[config.mk]
export PLATFORM = sky130hd
export DESIGN_NAME = mbs_link_setup
export DESIGN_NICKNAME = d
export VERILOG_FILES = /design/src/hdl/mbs_pkg.sv /design/src/hdl/mbs_link_setup.sv
export SDC_FILE = /design/constraint.sdc
export NUM_CORES = 1
export LEC_CHECK = 0
export ABC_AREA = 1
export BUFFER_PORTS_ARGS = -buffer_cell sky130_fd_sc_hd__buf_2
export CAP_MARGIN = 40
export CORE_UTILIZATION = 50
export DETAILED_ROUTE_END_ITERATION = 10
export GPL_ROUTABILITY_DRIVEN = 0
export HOLD_SLACK_MARGIN = 0.08
export PLACE_DENSITY = 0.79
export SYNTH_ARGS = -nofsm -noshare
export SYNTH_HDL_FRONTEND = slang
export SYNTH_SLANG_ARGS = --single-unit
[constraint.sdc]
create_clock -name clk -period 2 [get_ports clk]
set_clock_uncertainty 0.2 [all_clocks]
set_input_delay 0.1 -clock clk [delete_from_list [all_inputs] [get_ports clk]]
set_output_delay 0.1 -clock clk [all_outputs]
set_load 0.02 [all_outputs]
[src/hdl/mbs_pkg.sv]
// Constants and types for the Modbus slave link setup block
package mbs_pkg;
  localparam int CLK_HZ = 50_000_000;
  localparam int MS_PER_S = 1000;
  localparam int US_PER_S = 1_000_000;
  localparam int BAUD_9600 = 9600;
  localparam int BAUD_19200 = 19200;
  localparam int BAUD_38400 = 38400;
  localparam int BAUD_57600 = 57600;
  localparam int BAUD_115200 = 115200;
  localparam logic [2:0] RATE_9600 = 3'h0;
  localparam logic [2:0] RATE_19200 = 3'h1;
  localparam logic [2:0] RATE_38400 = 3'h2;
  localparam logic [2:0] RATE_57600 = 3'h3;
  localparam logic [2:0] RATE_115200 = 3'h4;
  // Silent gap times in microseconds
  localparam int GAP_SLOW_US = 4000;
  localparam int GAP_MID_US = 2000;
  localparam int GAP_FAST_US = 1750;
  // Register byte offsets
  localparam logic [7:0] OFS_PARITY = 8'h00;
  localparam logic [7:0] OFS_STOP = 8'h04;
  localparam logic [7:0] OFS_TXWAIT = 8'h08;
  localparam logic [7:0] OFS_TIMEOUT = 8'h0c;
  localparam logic [7:0] OFS_ERRLIM = 8'h10;
  localparam logic [7:0] OFS_STATUS = 8'h14;
  localparam logic [7:0] OFS_IRQ_STAT = 8'h18;
  localparam logic [7:0] OFS_IRQ_MASK = 8'h1c;
  // Reset values and limits
  localparam logic [1:0] PARITY_RST = 2'h1;
  localparam logic STOP_RST = 1'h0;
  localparam logic [6:0] TXWAIT_RST = 7'h0a;
  localparam logic [6:0] TXWAIT_MAX = 7'h64;
  localparam logic [13:0] TIMEOUT_RST = 14'h0000;
  localparam logic [13:0] TIMEOUT_MAX = 14'h2710;
  localparam logic [3:0] ERRLIM_RST = 4'h3;
  localparam logic [3:0] ERRLIM_MAX = 4'ha;
  localparam logic [1:0] PAR_ODD = 2'h2;
  // Interrupt bits
  localparam int IRQ_W = 4;
  localparam int IRQ_TIMEOUT = 0;
  localparam int IRQ_ERRALARM = 1;
  localparam int IRQ_UNICAST = 2;
  localparam int IRQ_BCAST = 3;
  // Addressing
  localparam logic [7:0] BCAST_ADDR = 8'h00;
  localparam logic [3:0] ROT_UNUSED = 4'h0;
  // Status register field positions
  localparam int ST_ADDR_LSB = 0;
  localparam int ST_RATE_LSB = 8;
  localparam int ST_VALID = 12;
  localparam int ST_STATE_LSB = 16;
  typedef enum logic [3:0] {
    ST_IDLE = 4'b0001,
    ST_GAP = 4'b0010,
    ST_PROC = 4'b0100,
    ST_WAIT = 4'b1000
  } mbs_resp_state_t;
endpackage

[src/hdl/mbs_link_setup.sv]
// Modbus RTU slave link setup: switches, settings, addressing, timing
//
// The implementer's own choices: the register addresses and the AHB-Lite slave port.
`timescale 1ns/100ps
module mbs_link_setup #(
  parameter int MS_CYC = mbs_pkg::CLK_HZ / mbs_pkg::MS_PER_S,
  parameter int GAP_SLOW_CYC =
    mbs_pkg::GAP_SLOW_US * (mbs_pkg::CLK_HZ / mbs_pkg::US_PER_S),
  parameter int GAP_MID_CYC =
    mbs_pkg::GAP_MID_US * (mbs_pkg::CLK_HZ / mbs_pkg::US_PER_S),
  parameter int GAP_FAST_CYC =
    mbs_pkg::GAP_FAST_US * (mbs_pkg::CLK_HZ / mbs_pkg::US_PER_S)
) (
  // Clock and reset
  input wire logic clk,
  input wire logic rst_n,
  // AHB-Lite slave
  input wire logic hsel,
  input wire logic [31:0] haddr,
  input wire logic [1:0] htrans,
  input wire logic hwrite,
  input wire logic [2:0] hsize,
  input wire logic [31:0] hwdata,
  input wire logic hready,
  output logic hreadyout,
  output logic hresp,
  output logic [31:0] hrdata,
  // Switches
  input wire logic rateSelBit0,
  input wire logic rateSelBit1,
  input wire logic rateSelBit2,
  input wire logic addrExtensionSwitch,
  input wire logic [3:0] addrRotarySelector,
  // Frame processor events
  input wire logic frameRcvd,
  input wire logic [7:0] frameAddr,
  input wire logic commErr,
  input wire logic procDone,
  // Link settings to the character engine
  output logic linkEnable,
  output logic [15:0] bitDiv,
  output logic [1:0] parityMode,
  output logic twoStopBits,
  output logic [4:0] slaveAddr,
  // Request and response control
  output logic execReq,
  output logic execBcast,
  output logic respGo,
  // Alarms and interrupt
  output logic timeoutAlarm,
  output logic errorAlarm,
  output logic irq
);
  import mbs_pkg::*;

  function automatic logic [15:0] calc_bit_div(input logic [2:0] code);
    case (code)
      RATE_9600: calc_bit_div = 16'(CLK_HZ / BAUD_9600);
      RATE_19200: calc_bit_div = 16'(CLK_HZ / BAUD_19200);
      RATE_38400: calc_bit_div = 16'(CLK_HZ / BAUD_38400);
      RATE_57600: calc_bit_div = 16'(CLK_HZ / BAUD_57600);
      RATE_115200: calc_bit_div = 16'(CLK_HZ / BAUD_115200);
      default: calc_bit_div = 16'h0000;
    endcase
  endfunction

  // Modbus fixes the gap at 1.75 ms above 19200 bps
  function automatic logic [19:0] calc_gap(input logic [2:0] code);
    case (code)
      RATE_9600: calc_gap = 20'(GAP_SLOW_CYC);
      RATE_19200: calc_gap = 20'(GAP_MID_CYC);
      default: calc_gap = 20'(GAP_FAST_CYC);
    endcase
  endfunction

  // Captured switches and the gap length derived from them
  logic [2:0] rateCode;
  logic addrExt;
  logic [3:0] addrRot;
  logic [19:0] gapCyc;
  // Settings
  logic [6:0] txWait;
  logic [13:0] timeoutMs;
  logic [3:0] errLimit;
  logic [IRQ_W-1:0] irqStat;
  logic [IRQ_W-1:0] irqMask;
  // Bus pipeline
  logic wrPend;
  logic [7:0] wrAddr;
  logic rdLate;
  logic [7:0] rdAddr;
  // Timing
  logic [15:0] msCnt;
  logic [13:0] toCnt;
  logic toArmed;
  logic [3:0] errCnt;
  mbs_resp_state_t state;
  logic [19:0] seqCnt;
  logic [6:0] waitMs;
  logic procSeen;

  // Bus decode
  wire addrPhase = hsel & htrans[1] & hready;
  wire rdReq = addrPhase & ~hwrite;
  wire rdStall = rdReq & wrPend;
  wire [7:0] muxAddr = rdLate ? rdAddr : haddr[7:0];
  wire wrParity = wrPend & (wrAddr == OFS_PARITY);
  wire wrStop = wrPend & (wrAddr == OFS_STOP);
  wire wrTxWait = wrPend & (wrAddr == OFS_TXWAIT);
  wire wrTimeout = wrPend & (wrAddr == OFS_TIMEOUT);
  wire wrErrLim = wrPend & (wrAddr == OFS_ERRLIM);
  wire wrIrqStat = wrPend & (wrAddr == OFS_IRQ_STAT);
  wire wrIrqMask = wrPend & (wrAddr == OFS_IRQ_MASK);
  wire [31:0] statusWord = (32'(slaveAddr) << ST_ADDR_LSB)
    | (32'(rateCode) << ST_RATE_LSB)
    | (32'(linkEnable) << ST_VALID)
    | (32'(state) << ST_STATE_LSB);
  wire [31:0] regRdata =
    (muxAddr == OFS_PARITY) ? 32'(parityMode) :
    (muxAddr == OFS_STOP) ? 32'(twoStopBits) :
    (muxAddr == OFS_TXWAIT) ? 32'(txWait) :
    (muxAddr == OFS_TIMEOUT) ? 32'(timeoutMs) :
    (muxAddr == OFS_ERRLIM) ? 32'(errLimit) :
    (muxAddr == OFS_STATUS) ? statusWord :
    (muxAddr == OFS_IRQ_STAT) ? 32'(irqStat) :
    (muxAddr == OFS_IRQ_MASK) ? 32'(irqMask) : 32'h0000_0000;

  // Clamped write values
  wire [6:0] wdTxWait = (hwdata[31:7] != 25'h0 || hwdata[6:0] > TXWAIT_MAX)
    ? TXWAIT_MAX : hwdata[6:0];
  wire [13:0] wdTimeout =
    (hwdata[31:14] != 18'h0 || hwdata[13:0] > TIMEOUT_MAX)
    ? TIMEOUT_MAX : hwdata[13:0];
  wire [3:0] wdErrLim = (hwdata[31:4] != 28'h0 || hwdata[3:0] > ERRLIM_MAX)
    ? ERRLIM_MAX : hwdata[3:0];
  // Parity code 3 is meaningless, so such a write is dropped
  wire parityOk = hwdata[1:0] <= PAR_ODD;

  // Switch validity and address
  wire rateOk = rateCode <= RATE_115200;
  wire rotOk = addrExt | (addrRot != ROT_UNUSED);
  wire [4:0] next_slaveAddr = {addrExt, addrRot};

  // Timers
  wire msTick = msCnt == 16'(MS_CYC - 1);
  wire anyFrame = frameRcvd & linkEnable;
  wire forUs = anyFrame & (frameAddr == {3'h0, slaveAddr});
  wire forAll = anyFrame & (frameAddr == BCAST_ADDR);
  // Busy with a reply: a too-close request is not answered
  wire accUni = forUs & (state == ST_IDLE);
  wire accBc = forAll & (state == ST_IDLE);
  wire toFire = toArmed & (timeoutMs != 14'h0) & msTick
    & (toCnt == timeoutMs - 14'h1);
  wire [3:0] errInc = errCnt + 4'h1;
  wire errFire = commErr & (errLimit != 4'h0) & (errInc == errLimit);
  wire gapDone = seqCnt == gapCyc - 20'h1;
  wire msStep = seqCnt == 20'(MS_CYC - 1);
  wire waitDone = (txWait == 7'h0)
    | (msStep & (waitMs == txWait - 7'h1));
  wire [IRQ_W-1:0] events;
  assign events[IRQ_TIMEOUT] = toFire;
  assign events[IRQ_ERRALARM] = errFire;
  assign events[IRQ_UNICAST] = accUni;
  assign events[IRQ_BCAST] = accBc;
  // A new event beats a clear in the same cycle
  wire [IRQ_W-1:0] next_irqStat =
    (irqStat & ~(wrIrqStat ? hwdata[IRQ_W-1:0] : {IRQ_W{1'b0}})) | events;

  // Switch capture while reset is held
  always_ff @(posedge clk) begin
    if (!rst_n) begin
      rateCode <= {rateSelBit2, rateSelBit1, rateSelBit0};
      addrExt <= addrExtensionSwitch;
      addrRot <= addrRotarySelector;
    end
  end

  // Derived link settings
  always_ff @(posedge clk) begin
    if (!rst_n) begin
      linkEnable <= 1'b0;
      bitDiv <= 16'h0000;
      slaveAddr <= 5'h00;
      gapCyc <= 20'h00000;
    end else begin
      linkEnable <= rateOk & rotOk;
      bitDiv <= calc_bit_div(rateCode);
      slaveAddr <= next_slaveAddr;
      gapCyc <= calc_gap(rateCode);
    end
  end

  // Settings registers
  always_ff @(posedge clk) begin
    if (!rst_n) begin
      parityMode <= PARITY_RST;
      twoStopBits <= STOP_RST;
      txWait <= TXWAIT_RST;
      timeoutMs <= TIMEOUT_RST;
      errLimit <= ERRLIM_RST;
      irqMask <= {IRQ_W{1'b0}};
    end else begin
      if (wrParity && parityOk) parityMode <= hwdata[1:0];
      if (wrStop) twoStopBits <= hwdata[0];
      if (wrTxWait) txWait <= wdTxWait;
      if (wrTimeout) timeoutMs <= wdTimeout;
      if (wrErrLim) errLimit <= wdErrLim;
      if (wrIrqMask) irqMask <= hwdata[IRQ_W-1:0];
    end
  end

  // Interrupt status and output
  always_ff @(posedge clk) begin
    if (!rst_n) begin
      irqStat <= {IRQ_W{1'b0}};
      irq <= 1'b0;
      timeoutAlarm <= 1'b0;
      errorAlarm <= 1'b0;
    end else begin
      irqStat <= next_irqStat;
      irq <= |(next_irqStat & irqMask);
      timeoutAlarm <= next_irqStat[IRQ_TIMEOUT];
      errorAlarm <= next_irqStat[IRQ_ERRALARM];
    end
  end

  // AHB-Lite pipeline; a read right behind a write takes one wait
  always_ff @(posedge clk) begin
    if (!rst_n) begin
      wrPend <= 1'b0;
      wrAddr <= 8'h00;
      rdLate <= 1'b0;
      rdAddr <= 8'h00;
      hreadyout <= 1'b1;
      hresp <= 1'b0;
      hrdata <= 32'h0000_0000;
    end else begin
      wrPend <= addrPhase & hwrite;
      if (addrPhase) wrAddr <= haddr[7:0];
      rdLate <= rdStall;
      if (rdStall) rdAddr <= haddr[7:0];
      hreadyout <= ~rdStall;
      if ((rdReq && !wrPend) || rdLate) hrdata <= regRdata;
    end
  end

  // Millisecond enable
  always_ff @(posedge clk) begin
    if (!rst_n) begin
      msCnt <= 16'h0000;
    end else begin
      msCnt <= msTick ? 16'h0000 : msCnt + 16'h1;
    end
  end

  // Message interval watch, armed by the first message
  always_ff @(posedge clk) begin
    if (!rst_n) begin
      toCnt <= 14'h0000;
      toArmed <= 1'b0;
    end else if (anyFrame) begin
      toCnt <= 14'h0000;
      toArmed <= 1'b1;
    end else if (toFire) begin
      toArmed <= 1'b0;
    end else if (msTick && toArmed) begin
      toCnt <= toCnt + 14'h1;
    end
  end

  // Error counting
  always_ff @(posedge clk) begin
    if (!rst_n) begin
      errCnt <= 4'h0;
    end else if (errFire || forUs) begin
      errCnt <= 4'h0;
    end else if (commErr && errLimit != 4'h0) begin
      errCnt <= errInc;
    end
  end

  // Request acceptance
  always_ff @(posedge clk) begin
    if (!rst_n) begin
      execReq <= 1'b0;
      execBcast <= 1'b0;
    end else begin
      execReq <= accUni | accBc;
      execBcast <= accBc;
    end
  end

  // Reply sequencing; only an accepted unicast request starts it
  always_ff @(posedge clk) begin
    if (!rst_n) begin
      state <= ST_IDLE;
      seqCnt <= 20'h00000;
      waitMs <= 7'h00;
      procSeen <= 1'b0;
      respGo <= 1'b0;
    end else begin
      respGo <= 1'b0;
      if (state != ST_IDLE && procDone) procSeen <= 1'b1;
      case (state)
        ST_IDLE: begin
          seqCnt <= 20'h00000;
          procSeen <= 1'b0;
          if (accUni) state <= ST_GAP;
        end
        ST_GAP: begin
          seqCnt <= seqCnt + 20'h1;
          if (gapDone) state <= ST_PROC;
        end
        ST_PROC: begin
          seqCnt <= 20'h00000;
          waitMs <= 7'h00;
          if (procSeen || procDone) state <= ST_WAIT;
        end
        ST_WAIT: begin
          seqCnt <= msStep ? 20'h00000 : seqCnt + 20'h1;
          if (msStep) waitMs <= waitMs + 7'h1;
          if (waitDone) begin
            respGo <= 1'b1;
            state <= ST_IDLE;
          end
        end
        default: state <= ST_IDLE;
      endcase
    end
  end
endmodule // mbs_link_setup

==> results of run 1 <==
==> cells by family (layout without fill, tap and decap cells) <==
logic type | count (synthesis) | in the layout | synth area share, %
xor gates and xnor gates | 44 | 44 | 4.07
adders and majority gates | 10 | 10 | 1.32
buffers and inverters | 239 | 560 | 10.5
other | 1 | 19 | 0.0396
AOI/OAI and AO/OA | 206 | 206 | 12.3
DFF | 175 | 175 | 37.9
and+or+nand+nor | 722 | 722 | 33.9
==> per-layer routing <==
layer  up-vias  track usage, %  share of wire [%]
li1       5150               -                  -
met1      5015            37.6                 39
met2       609            54.4                 48
met3       144            5.23                7.6
met4         0            17.3                4.9
met5         -               0                  0
==> cell usage after synthesis (all sizes together) (5+ instances only) <==
cell / instances / share of area (%)
nand2: 338 / 14
inv: 193 / 7.7
nor2: 169 / 7.3
dfxtp: 167 / 35
a21oi: 112 / 6.4
nand3: 112 / 6.2
o21ai: 60 / 3.2
nor3: 51 / 3.0
xor2: 34 / 3.1
buf: 25 / 2.0
nand4: 22 / 1.5
clkbuf: 19 / 0.77
nor4: 11 / 0.73
ha: 10 / 1.3
xnor2: 10 / 0.93
edfxtp: 8 / 2.5
a211oi: 7 / 0.56
nand3b: 7 / 0.56
o31ai: 6 / 0.53
nor3b: 5 / 0.40
o22ai: 5 / 0.33
or2: 5 / 0.33
==> state kept, by name, indices dropped and copies added, names as in the netlist, 5 cells and up <==
signal	count
slaveAddr	5
gapCyc	6
msCnt	16
hrdata	18
toCnt	14
seqCnt	20
rdAddr	8
timeoutMs	14
bitDiv	11
wrAddr	8
waitMs	7
txWait	7
==> cell type report <==
class	count	area share [%]
Inverter	195	5.58
Clock inverter	12	1.11
Timing Repair Buffer	332	18.6
Timing Repair inverter	1	0.0567
Multi-Input combinational cell	1001	41.7
Tap cell	229	2.16
Sequential cell	175	27.3
Clock buffer	20	3.45
==> cell usage in the layout, fill, tap and decap left out, types with 33 or more instances in the layout <==
master	netlist	routed
buf_2	4	110
inv_1	189	174
dfxtp_1	167	149
nand3_1	109	81
xor2_1	34	34
buf_4	20	145
dlygate4sd3_1	0	65
nand2_1	324	304
nand2_2	13	33
nor2_1	156	132
o21ai_0	56	49
nor3_1	46	36
a21oi_1	101	99
==> stage by stage <==
stage	power [µW]	std cells	hold slack (ps)
after detailed placement	5420	1844	78.1
after global routing	9570	1965	143
after floorplan	4760	1415	-72.3
after CTS	8950	1951	92.2
final	9260	1965	97.8
after global placement	5380	1844	78.8
==> worst paths after layout <==
path | start | end
hold reg to reg | addrRot[0]$_DFFE_PN_ | slaveAddr[0]$_SDFF_PN0_
setup reg to reg | toCnt[0]$_SDFFE_PP0P_ | toCnt[13]$_SDFFE_PP0P_
hold / removal | frameAddr[2] | execReq$_SDFF_PN0_
setup / recovery | toCnt[0]$_SDFFE_PP0P_ | toCnt[13]$_SDFFE_PP0P_
==> worst max-delay path, stage by stage (launching register included) <==
cell and delay [ps]:
dfxtp_1 450, inv_1 140, buf_4 160, nor3_1 280, inv_1 130, nor2_1 240, nand3_1 150, xnor2_1 200
nand3_2 80, a21oi_1 140
==> what timing repair did <==
item                                   in CTS  in global routing
gates resized for setup                    47                124
endpoints found under the hold margin     101                  0
buffers inserted                            8                 14
pin swaps                                  23                 49
gates cloned                                0                  1
hold buffers                               67                  0
setup endpoints to repair                  43                 89
==> power groups by stage <==
stage	clock [µW]	combinational, µW	sequential (µW)
finish	3480	2000	3780
global route	3590	2190	3790
CTS	3450	1760	3740
detailed placement	0	1600	3820
global placement	0	1570	3820
floorplan	0	910	3850
==> flow_summary.toml, run 1 <==
[power_and_ir_drop]
p_seq_share_pct = 40.8
leakage_uw = 0.00590
clkPwrFrac_pct = 37.5
switching_share_pct = 30.9
power_frac_comb_pct = 21.6
power_switching_uw = 2860
ir_drop_uv = 603
power.density_mw_per_mm2 = 699
p_int_uw = 6400

[clock_tree]
clk_latency_ps = 450
clockRootBuffer = "clkbuf_16"
cts_sinks = 175
cts_buffers = 17
cts_tree = "yes"
clockBufferDepth = 2
h-tree-depth = 4
cts.clk_slew.worst_paths_ps = 70

[synthesis]
postSynth.asyncResetShare_pct = 0
avgSynthCellArea_um2 = 6.78
synth_seq_cells = 175
synth_edf_count = 8
mappedNetlistArea_mm2 = 0.00947
synth_flop_cell = "dfxtp_1"
yosysUniqueCellTypes = 51
yosys_warnings = 0
ys_seq_area_share_pct = 37.9
syn_inst = 1397

[cells_and_area]
final_nets = 1826
final_design_area_no_fill_mm2 = 0.0132
fillers = 1264
seq_area_mm2 = 0.00361
area_growth_pct = 39.9
multi_input_comb_area_mm2 = 0.00553
fin_util_pct = 72.5
diodes = 0
final_layout_size_suffix_gt1_share_pct = 28.1

[timing]
hold_viol_final = 0
min_period_over_period_pct = 113
finalSetupViolCount = 24
final_max_slew_viol_count = 0
rsz0062_at_grt = "true"
worst_pin_slew_ps = 950
fin_ws_ps = -253
timing.fmax_mhz = 444
relSlewSlack_pct = 36.4
min_period_ps = 2250
setup_tns_ps = -3530

[setup_path]
path_max_fanout = 3
critPathKind = "flip-flop to flip-flop"
critPathLaunchType = "flip-flop"
rrSetupSlack_ps = -250
critPathRequiredTime_ps = 2160
crit_arrival_ps = 2420
critical_path.endpoint_type = "flip-flop"
r2r_cells = 9

[die]
start_util_pct = 51.8
num_rows = 49
core_mm2 = 0.0183
io-pin-count = 158
die_width_um = 140
die_y_um = 140
dieArea_mm2 = 0.0195

[drt]
wirelength_mm = 32.3
vias_per_cell = 5.56
dr.pass1.iters = 9
vias = 10918
drc = 1
ant_nets = 0
drt-wirelength-per-cell_um = 16.4
drtIter0Drc = 1001

[run_status]
outcome = "complete, but fails checks"
failed_checks = "DRC, setup timing"

[placed_design]
placed_area_mm2 = 0.0112
io_buffers = 110
place_ws_ps = -233
hpwl_mm = 21.2

[flow_run]
maxCapViolations = 0

[global_route]
grt_max_degree = 28
grt_pass1_vias = 10340
grt_antenna_before_repair = 0
globalRouteTotalUtil_pct = 31.6
grt_pass1_wl_mm = 49.1
overflow = 0

[min_path]
hold_depth = 7
hp-class = "input port to flip-flop"
No activity file was read; power rests on OpenSTA's default activity.
==> run 2: changes to the inputs <==
- ABC_CLOCK_PERIOD_IN_PS: not set -> 2900
- PLACE_DENSITY: 0.79 -> 0.76
- SLEW_MARGIN: not set -> 20
- clock period: 2 -> 2.9 ns (I/O delays scaled with it)
==> run 2 against run 1 <==
Compared with the run above: critical path type unchanged; utilization down 9.6 points; final cell count fell by 7.3%; clock-buffer cell count down 2; the run now ends clean.
==> flow_summary.toml, run 2 (synthesis results as in run 1) <==
[die]
die_width_um = 140
start_util_pct = 51.8
num_rows = 49
die_y_um = 140
dieArea_mm2 = 0.0195
core_mm2 = 0.0183
io-pin-count = 158

[clock_tree]
cts_sinks = 175
cts.clk_slew.worst_paths_ps = 70
h-tree-depth = 4
cts_tree = "yes"
clk_latency_ps = 440
clockBufferDepth = 2
clockRootBuffer = "clkbuf_16"
cts_buffers = 17
post_cts_buffers = 0

[drt]
dr.pass1.iters = 6
vias_per_cell = 5.37
wirelength_mm = 27.0
drt-wirelength-per-cell_um = 14.8
drtIter0Drc = 795
drc = 0
vias = 9787
ant_nets = 0

[power_and_ir_drop]
power.density_mw_per_mm2 = 512
ir_drop_uv = 396
leakage_uw = 0.00498

[cells_and_area]
largest_register = "seqCnt"
largest_reg_flops = 20
area_growth_pct = 21.4
diodes = 0
final_layout_size_suffix_gt1_share_pct = 13.0
final_nets = 1682
most-common-layout-cells = "324 x nand2_1, 189 x inv_1, 167 x dfxtp_1, 155 x nor2_1, 110 x buf_2"
reg_top3 = "seqCnt (20), hrdata (18), msCnt (16)"
final_common_cell = "nand2_1"

[global_route]
overflow = 0
grt_pass1_wl_mm = 43.8
globalRouteTotalUtil_pct = 28.1
grt_antenna_before_repair = 0
grt_max_degree = 27
grt_pass1_vias = 9250

[timing]
min_period_ps = 2740
hold_viol_final = 0
finalSetupViolCount = 0
min_period_over_period_pct = 94.5
fin_ws_ps = 159
final_max_slew_viol_count = 0
timing.fmax_mhz = 365
worst_pin_slew_ps = 660
relSlewSlack_pct = 55.9
worst_hold_slack_ps = 133

[setup_path]
path_max_fanout = 4
critical_path.endpoint_type = "flip-flop"
crit_arrival_ps = 2910
critPathLaunchType = "flip-flop"
critPathRequiredTime_ps = 3070
critPathKind = "flip-flop to flip-flop"

[run_status]
outcome = "finished, final reports clean"

[flow_run]
maxCapViolations = 0

[placed_design]
io_buffers = 110
hpwl_mm = 19.2
place_ws_ps = 333

[min_path]
hp-class = "input port to flip-flop"
run 2: what timing repair did:
action | in CTS | in global routing
gates resized for setup | 0 | 6
setup endpoints to repair | 0 | 14
endpoints found under the hold margin | 98 | 0
hold buffers | 70 | 0
run 2: final timing paths:
kind | start | end | slack (ps) | cells after the start
max | linkEnable$_SDFF_PN0_ | irqStat[2]$_SDFF_PN0_ | 160 | 8
min | hwdata[31] | timeoutMs[6]$_SDFFE_PN0P_ | 130 | 8
max reg2reg | linkEnable$_SDFF_PN0_ | irqStat[2]$_SDFF_PN0_ | 160 | 8
min reg2reg | wrAddr[0]$_SDFFE_PN0P_ | wrAddr[0]$_SDFFE_PN0P_ | 250 | 2
run 2: power breakdown:
group          total (µW)  internal, µW  switching (µW)
logic                 946           305             641
registers            2600          2510            86.6
clock network        2330          1290            1040
total                5880          4110            1770
run 2: metal layers:
layer / up-vias / global-route usage (%) / routed length [µm]
li1: 4862 / - / -
met1: 4452 / 34.7 / 11500
met2: 392 / 47.9 / 12900
met3: 81 / 5.20 / 1760
met4: 0 / 12.4 / 864
met5: - / 0 / 0
run 2: layout make-up:
type | instances | area, µm²
flip-flops and latches | 175 | 3580
inverters | 195 | 732
well taps | 229 | 287
repair buffers | 189 | 1320
multi-input cells | 1001 | 4990
clock buffers | 18 | 429
fillers | 1595 | 6780
clock inverters | 14 | 153
run 2: per-stage QoR:
step | cells | TNS [ps] | area, µm² | total power (µW) | utilization, %
floorplan | 1415 | 0 | 9530 | 3270 | -
global placement | 1719 | 0 | 10200 | 3510 | 55.7
detailed placement | 1719 | 0 | 10200 | 3530 | 55.7
CTS | 1821 | 0 | 11500 | 5870 | 62.7
global route | 1821 | -17.6 | 11500 | 6130 | 62.9
finish | 1821 | 0 | 11500 | 5880 | 62.9
run 2: worst max-delay path, stage by stage (launching register included):
cell	delay (ps)
dfxtp_1	440
nand2_1	170
nor2_1	180
nand3_1	90
nor3_1	120
dlygate4sd3_1	560
nand4_1	140
dlygate4sd3_1	650
a21oi_1	130
